File: config.mk
export PLATFORM = sky130hd
export DESIGN_NAME = sysref_lmfc_alignment_control
export DESIGN_NICKNAME = d
export VERILOG_FILES = /design/src/verilog/lmfc_align_pkg.sv /design/src/verilog/sysref_lmfc_alignment_control.sv /design/src/verilog/lmfc_counter.sv
export SDC_FILE = /design/constraint.sdc
export NUM_CORES = 1
export LEC_CHECK = 0
export ABC_AREA = 0
export CORE_MARGIN = 8
export CORE_UTILIZATION = 56
export DETAILED_ROUTE_END_ITERATION = 10
export DONT_BUFFER_PORTS = 1
export GPL_ROUTABILITY_DRIVEN = 0
export HOLD_SLACK_MARGIN = 0.05
export PLACE_DENSITY = 0.74
export SLEW_MARGIN = 20
export SYNTH_ARGS = -nofsm -noshare
export SYNTH_HDL_FRONTEND = slang
export SYNTH_SLANG_ARGS = --single-unit
export TNS_END_PERCENT = 50
File: constraint.sdc
create_clock -name clk -period 1.32 [get_ports clk]
set_input_delay 0.132 -clock clk [delete_from_list [all_inputs] [get_ports clk]]
set_output_delay 0.132 -clock clk [all_outputs]
set_load 0.005 [all_outputs]
File: src/verilog/lmfc_align_pkg.sv
package lmfc_align_pkg;
  localparam int ADDR_W = 8;
  localparam logic [7:0] CTRL_OFFSET = 8'h54;
  localparam logic [7:0] STATUS_OFFSET = 8'h58;
  localparam int SINGLEDET_BIT = 2;
  localparam int PRESET_LSB = 12;
  localparam int PRESET_MSB = 19;
  localparam int BYPASS_BIT = 20;
  localparam logic [31:0] CTRL_WRITABLE = 32'h001ff07c;
  localparam logic [31:0] CTRL_RESET = 32'h00000004;
  localparam logic [1:0] SUBCLASS_ONE = 2'h1;
  localparam int FK_DEFAULT = 128;
  typedef enum logic [1:0] {
    ST_IDLE = 2'b00,
    ST_CGS = 2'b01,
    ST_ILAS = 2'b10
  } link_state_t;
endpackage

File: src/verilog/sysref_lmfc_alignment_control.sv
// Decided for this implementation: the address map and the address-and-strobe port.
`timescale 1ns/1ps
`default_nettype none
module sysref_lmfc_alignment_control #(
  parameter int FK = lmfc_align_pkg::FK_DEFAULT
) (
  input wire logic clk,
  input wire logic arst_n,
  input wire logic [7:0] addr,
  input wire logic [31:0] wdata,
  input wire logic wr,
  input wire logic rd,
  output logic [31:0] rdata,
  input wire logic sysref,
  input wire logic [1:0] subclass,
  input wire logic cgs_request,
  input wire logic cgs_done,
  output logic in_cgs,
  output logic in_ilas,
  output logic lmfc_tick,
  output logic [7:0] lmfc_count
);
  typedef struct packed {
    logic [31:0] ctrl;
    logic [31:0] rdata;
    logic [2:0] sref_sync;
    logic sysref_seen;
    lmfc_align_pkg::link_state_t st;
    logic in_cgs;
    logic in_ilas;
    logic tick;
    logic [7:0] count;
  } state_t;
  state_t s_q, s_d;
  if (FK < 8 || FK > 1024 || (FK % 4) != 0) begin : g_bad_fk
    $error("FK out of range");
  end
  logic sref_rise;
  logic cnt_tick;
  logic [7:0] cnt_val;
  logic bypass;
  // Only the second and third stages feed logic; first is metastability guard
  assign sref_rise = s_q.sref_sync[1] & ~s_q.sref_sync[2];
  lmfc_counter #(.FK(FK)) u_cnt (
    .clk(clk),
    .arst_n(arst_n),
    .load(sref_rise),
    .preset(s_q.ctrl[lmfc_align_pkg::PRESET_MSB:lmfc_align_pkg::PRESET_LSB]),
    .count(cnt_val),
    .tick(cnt_tick)
  );
  always_comb begin
    s_d = s_q;
    s_d.rdata = 32'h00000000;
    s_d.sref_sync = {s_q.sref_sync[1:0], sysref};
    bypass = s_q.ctrl[lmfc_align_pkg::BYPASS_BIT] &&
             (subclass == lmfc_align_pkg::SUBCLASS_ONE);
    if (wr && addr == lmfc_align_pkg::CTRL_OFFSET) begin
      s_d.ctrl = wdata & lmfc_align_pkg::CTRL_WRITABLE;
    end
    // Hardware clear wins over a same-cycle software set, arm must follow edge
    if (sref_rise) begin
      s_d.ctrl[lmfc_align_pkg::SINGLEDET_BIT] = 1'b0;
      s_d.sysref_seen = 1'b1;
    end
    if (rd) begin
      case (addr)
        lmfc_align_pkg::CTRL_OFFSET: s_d.rdata = s_q.ctrl;
        lmfc_align_pkg::STATUS_OFFSET: begin
          s_d.rdata = {20'h00000, s_q.count, s_q.sysref_seen, 1'b0, s_q.st};
        end
        default: s_d.rdata = 32'h00000000;
      endcase
    end
    case (s_q.st)
      lmfc_align_pkg::ST_IDLE: begin
        if (cgs_request) begin
          s_d.st = lmfc_align_pkg::ST_CGS;
        end
      end
      lmfc_align_pkg::ST_CGS: begin
        // Exit only on tick; without bypass, armed flag must have cleared
        if (cgs_done && cnt_tick &&
            (bypass || (s_q.sysref_seen &&
             !s_q.ctrl[lmfc_align_pkg::SINGLEDET_BIT]))) begin
          s_d.st = lmfc_align_pkg::ST_ILAS;
        end
      end
      lmfc_align_pkg::ST_ILAS: begin
        if (cgs_request) begin
          s_d.st = lmfc_align_pkg::ST_CGS;
        end
      end
      default: s_d.st = lmfc_align_pkg::ST_IDLE;
    endcase
    s_d.in_cgs = (s_d.st == lmfc_align_pkg::ST_CGS);
    s_d.in_ilas = (s_d.st == lmfc_align_pkg::ST_ILAS);
    s_d.tick = cnt_tick;
    s_d.count = cnt_val;
  end
  always_ff @(posedge clk or negedge arst_n) begin
    if (!arst_n) begin
      s_q <= '0;
      s_q.ctrl <= lmfc_align_pkg::CTRL_RESET;
    end else begin
      s_q <= s_d;
    end
  end
  assign rdata = s_q.rdata;
  assign in_cgs = s_q.in_cgs;
  assign in_ilas = s_q.in_ilas;
  assign lmfc_tick = s_q.tick;
  assign lmfc_count = s_q.count;
endmodule
`default_nettype wire

File: src/verilog/lmfc_counter.sv
`timescale 1ns/1ps
`default_nettype none
module lmfc_counter #(
  parameter int FK = lmfc_align_pkg::FK_DEFAULT
) (
  input wire logic clk,
  input wire logic arst_n,
  input wire logic load,
  input wire logic [7:0] preset,
  output logic [7:0] count,
  output logic tick
);
  localparam logic [7:0] MAX_COUNT = 8'((FK / 4) - 1);
  // Eight-bit counter limits the multiframe to 256 link clocks
  if (FK < 8 || FK > 1024 || (FK % 4) != 0) begin : g_bad_fk
    $error("FK out of range");
  end
  typedef struct packed {
    logic [7:0] cnt;
    logic tick;
  } cnt_state_t;
  cnt_state_t s_q, s_d;
  always_comb begin
    s_d = s_q;
    s_d.tick = 1'b0;
    if (load) begin
      // Out-of-range preset falls back to zero
      s_d.cnt = (preset > MAX_COUNT) ? 8'h00 : preset;
    end else if (s_q.cnt == MAX_COUNT) begin
      s_d.cnt = 8'h00;
      s_d.tick = 1'b1;
    end else begin
      s_d.cnt = s_q.cnt + 8'h01;
    end
  end
  always_ff @(posedge clk or negedge arst_n) begin
    if (!arst_n) begin
      s_q <= '0;
    end else begin
      s_q <= s_d;
    end
  end
  assign count = s_q.cnt;
  assign tick = s_q.tick;
endmodule
`default_nettype wire

* After elaboration in Yosys (flattened, before gate mapping)
Cells that the tools add are included.
Storage, ports and cells: register bits 72, bits of input ports 49, word-level logic and storage cells 46
Operators by class: bitwise gates (word level) 2, reductions and logical operators 10, mux-type cells 12, $add $sub $neg 1, $lt $le $gt $ge 1, eq/ne operators 8
Operator list (count):
- case mux 21 bit (2 select lines) | 1
- 2-to-1 mux 8 bit | 3
- 2-to-1 mux 21 bit | 1
- == test 8 x 7 -> 1 bit (second input constant) | 2
- adder 8 x 1 -> 8 bit (second input constant) | 1
- == test 8 x 5 -> 1 bit (second input constant) | 1
- greater-than comparator 8 x 5 -> 1 bit (second input constant) | 1
- == test 2 x 1 -> 1 bit (second input constant) | 3
- logical AND 1 bit | 5
- == test 2 bit (second input constant) | 2
- 2-to-1 mux 2 bit | 2
- case mux 2 bit (2 select lines) | 1
- 2-to-1 mux 1 bit | 3
- 2-to-1 mux 3 bit | 1
- zero test 2 bit | 1
- nonzero test 2 bit | 1
- OR reduction 2 bit | 1
- AND 1 bit | 1
- zero test 1 bit | 1
- logical OR 1 bit | 1
- NOT 1 bit | 1

* Depth between registers and ports, before layout
depth after elaboration 7, depth in mapped cells 4, depth with buffers taken out 4

* Modules after synthesis
A second synthesis with hierarchy kept.
Second synthesis, totals: cells, all modules 204, area total of the unflattened synthesis 2561.2 um^2
By module, submodules not included:
- sysref_lmfc_alignment_control | cells an instance 161, instances 1, sequential area each 1302.5 um^2, area an instance 2127.0 um^2
- lmfc_counter | cells an instance 43, instances 1, sequential area each 225.2 um^2, area an instance 434.2 um^2

* Least setup slack after synthesis
Ideal clock, no wire load.
path kind input to register, start in addr[1], end reg s_q[54] (netlist bit), data required time 1.195 ns, arrival time 1.242 ns, setup slack -0.047 ns, stages 4, path through or2_4 > nor4_4 > buf_6 > mux2_2
On the way: longest elaborated chain between the ends 2
RTL lines:
- start, declared | RTL line sysref_lmfc_alignment_control.sv:9 | input wire logic [7:0] addr,
- == test 8 x 7 -> 1 bit | RTL line sysref_lmfc_alignment_control.sv:58 | if (wr && addr == lmfc_align_pkg::CTRL_OFFSET) begin
- logical AND 1 bit | RTL line sysref_lmfc_alignment_control.sv:58
- end, declared | RTL line sysref_lmfc_alignment_control.sv:34 | state_t s_q, s_d;
No other way between the ends. A chain may end at the register's enable or synchronous reset.

==> impl_metrics.toml <==
[logic_synthesis]
synth_edf_count = 0
synthArstFlopShare_pct = 100.0
synth-seq-cells = 61
yosysWarnings = 0
yosysSeqAreaShare_pct = 59.94
synth.avg_cell_area_um2 = 12.74
synth_area_um2 = 2549
synth_cell_types = 38
synth_flop_cell = "dfrtp_1"
netlist_instances = 200

[global_routing]
grt_pass1_wl_um = 7596
overflow = 0
antenna_found_initial = 0
grt_pass1_vias = 1571
grt_usage_pct = 13.68
grt_max_degree = 62

[critical_path]
worstPathRequired_ps = 1580
reg2reg_slack_ps = 50
ff2ff_path_depth = 4
worst-path-max-fanout = 4
worstSetupStartpointType = "flip-flop"
crit_arrival_ps = 1530
r2r_start = "u_cnt.count[1]"
cp-end-kind = "flip-flop"
path_class = "flip-flop to flip-flop"
worstReg2RegEnd = "u_cnt.count[6]"

[pwr]
ir_drop_mv = 0.8972
power_density_nw_per_um2 = 1404
leakage_uw = 0.001357
total_power_uw = 3955

[clocking]
cts_sinks = 61
cts.reportedPaths.clkPinSlew_ps = 70
cts_hold_buf = 16
cts_buffer_depth = 2
numCtsBuffers = 9
cts_root_buf = "clkbuf_8"
clkLatencyLatePin_ps = 330
htree_levels = 3
cts_tree = "done"

[route]
drt_pre_antenna_iters = 4
viasPerCell = 5.285
drtIter0Drc = 104
wl_um = 4601
routedWlPerCell_um = 17.23
routed-via-count = 1411
drtAntennaViolNets = 0
drc_errors = 0

[timing]
hold_ws_ps = -504.7
rsz0062_at_grt = "yes"
min_period_ps = 1271
finalCritPeriodShare_pct = 96.29
fmax_mhz = 786.8
setup_violations = 0
drv_slew = 0
hold_viol_final = 61
worst_slack_ps = 48.97
skew_ps = 9.497

[floorplanning]
core-area_um2 = 4384
start_util_pct = 58.13
die_area_um2 = 6966
row_count = 24
die_h_um = 83.46
die-width_um = 83.46
io_pins = 92

[final_layout]
antenna-diode-count = 0
layout-drive-gt1-share_pct = 24.19
nets = 261
stdcell_area_um2 = 2816
area_delta_synth_final_pct = 10.51

[flow_run]
drv_cap = 0

[placed_design]
preCtsSetupSlack_ps = -19.77
portBuffers = 0
dpl.hpwl_um = 3394
dpl_cell_area_um2 = 2454

[status]
outcome = "complete, but fails checks"
violations = "negative hold slack"

[hold_path]
min_path_type = "input port to async pin"
-- placed cells by master (no fill, tap or decap), types with 3 or more instances in the layout --
master | Yosys | routed
dfrtp_1 | 60 | 59
and2_1 | 17 | 17
dlygate4sd3_1 | 0 | 16
buf_4 | 40 | 15
mux2_2 | 13 | 13
conb_1 | 1 | 11
clkbuf_8 | 0 | 9
nand2_1 | 5 | 5
nand2b_1 | 5 | 5
nor2_1 | 5 | 5
inv_1 | 4 | 4
or3_1 | 4 | 4
a22oi_1 | 4 | 4
nor2b_1 | 3 | 3
nand3_1 | 3 | 3
a21oi_1 | 4 | 3
a22o_1 | 3 | 3
clkinv_2 | 0 | 3
-- what timing repair did --
action,in CTS,in global routing
hold endpoints to repair,80,61
endpoints found under the setup margin,2,4
setup buffers,0,2
resized for setup,1,4
pin swaps,0,2
-- where the power goes --
part	switching [uW]	internal, uW	total [uW]
Sequential	122	2000	2130
Combinational	140	182	322
Clock	658	850	1510
Total	919	3040	3950
-- sequential cells by signal (all words and copies together), names as in the netlist --
name	flops
s_d	2
s_q	18
lmfc_count	8
in_cgs	1
u_cnt.tick	1
u_cnt.count	8
lmfc_tick	1
rdata	21
in_ilas	1
-- kinds of logic after synthesis --
family / after synthesis / synth area share (%)
simple gates: 52 / 13.35
compound gates: 22 / 5.940
mux: 14 / 6.136
fa+ha+maj: 1 / 0.4908
buf+inv: 46 / 12.96
other cells: 1 / 0.1471
flops: 61 / 59.94
xor+xnor: 3 / 1.031
-- synthesized netlist by cell type, types with 2 or more instances --
cell	count	area share, %
o22ai_1	2	0.49
a21oi_1	4	0.79
nor2b_1	3	0.74
a22oi_1	4	1.2
xor2_1	2	0.69
or3_1	4	0.98
o2bb2ai_1	2	0.69
o21ai_0	3	0.59
and2_1	17	4.2
mux2_2	13	5.7
inv_1	4	0.59
nand3_1	3	0.59
a22o_1	3	1.0
a21o_1	2	0.59
dfrtp_1	60	59
nand2_1	5	0.74
nor2_1	5	0.74
buf_4	40	12
nand2b_1	5	1.2
-- through the flow --
| step | util [%] | TNS (ps) | cells | hold slack (ps) |
|---|---|---|---|---|
| after CTS | 63.73 | 0 | 265 | -528.6 |
| after global routing | 64.24 | -87.47 | 267 | -528.4 |
| after global placement | 55.96 | 0 | 234 | -161.8 |
| final | 64.24 | 0 | 267 | -504.7 |
| after floorplan | - | -536.6 | 210 | -163.6 |
| after detailed placement | 55.96 | -39.68 | 234 | -162.0 |
-- critical path, cell delays in order (launching register included) --
cell	delay [ps]
dfrtp_1	390
ha_2	210
nand4_1	120
or3_1	350
a21oi_2	140
-- routing by layer --
layer / GRT usage (%) / part of all wire [%] / wire length, um / vias to the layer above
met4: 9.262 / 2.0 / 93 / 0
li1: - / - / - / 645
met2: 22.56 / 52 / 2415 / 61
met1: 13.24 / 36 / 1645 / 695
met5: 0 / 0 / 0 / -
met3: 6.641 / 9.7 / 447 / 10
-- worst max-delay path by stage --
stage | from | end | slack [ps] | cells after the start
final | u_cnt.count[1] | u_cnt.count[6] | 50 | 4
after global routing | u_cnt.count[1] | u_cnt.count[6] | -50 | 4
after CTS | u_cnt.count[3] | u_cnt.count[7] | 40 | 3
after detailed placement | u_cnt.count[6] | u_cnt.count[0] | -20 | 3
after global placement | addr[1] | s_q[68] | 2 | 4
after floorplan | addr[1] | s_q[54] | -50 | 4
-- area by class of cell --
class / instances / area [um2]
flip-flops and latches: 61 / 1529
multi-input cells: 103 / 734.5
inverters: 4 / 15.01
clock buffers: 10 / 127.6
repair buffers: 32 / 292.8
clock inverters: 5 / 52.55
well taps: 52 / 65.06
fillers: 330 / 1568
No activity file was read; power rests on OpenSTA's default activity.
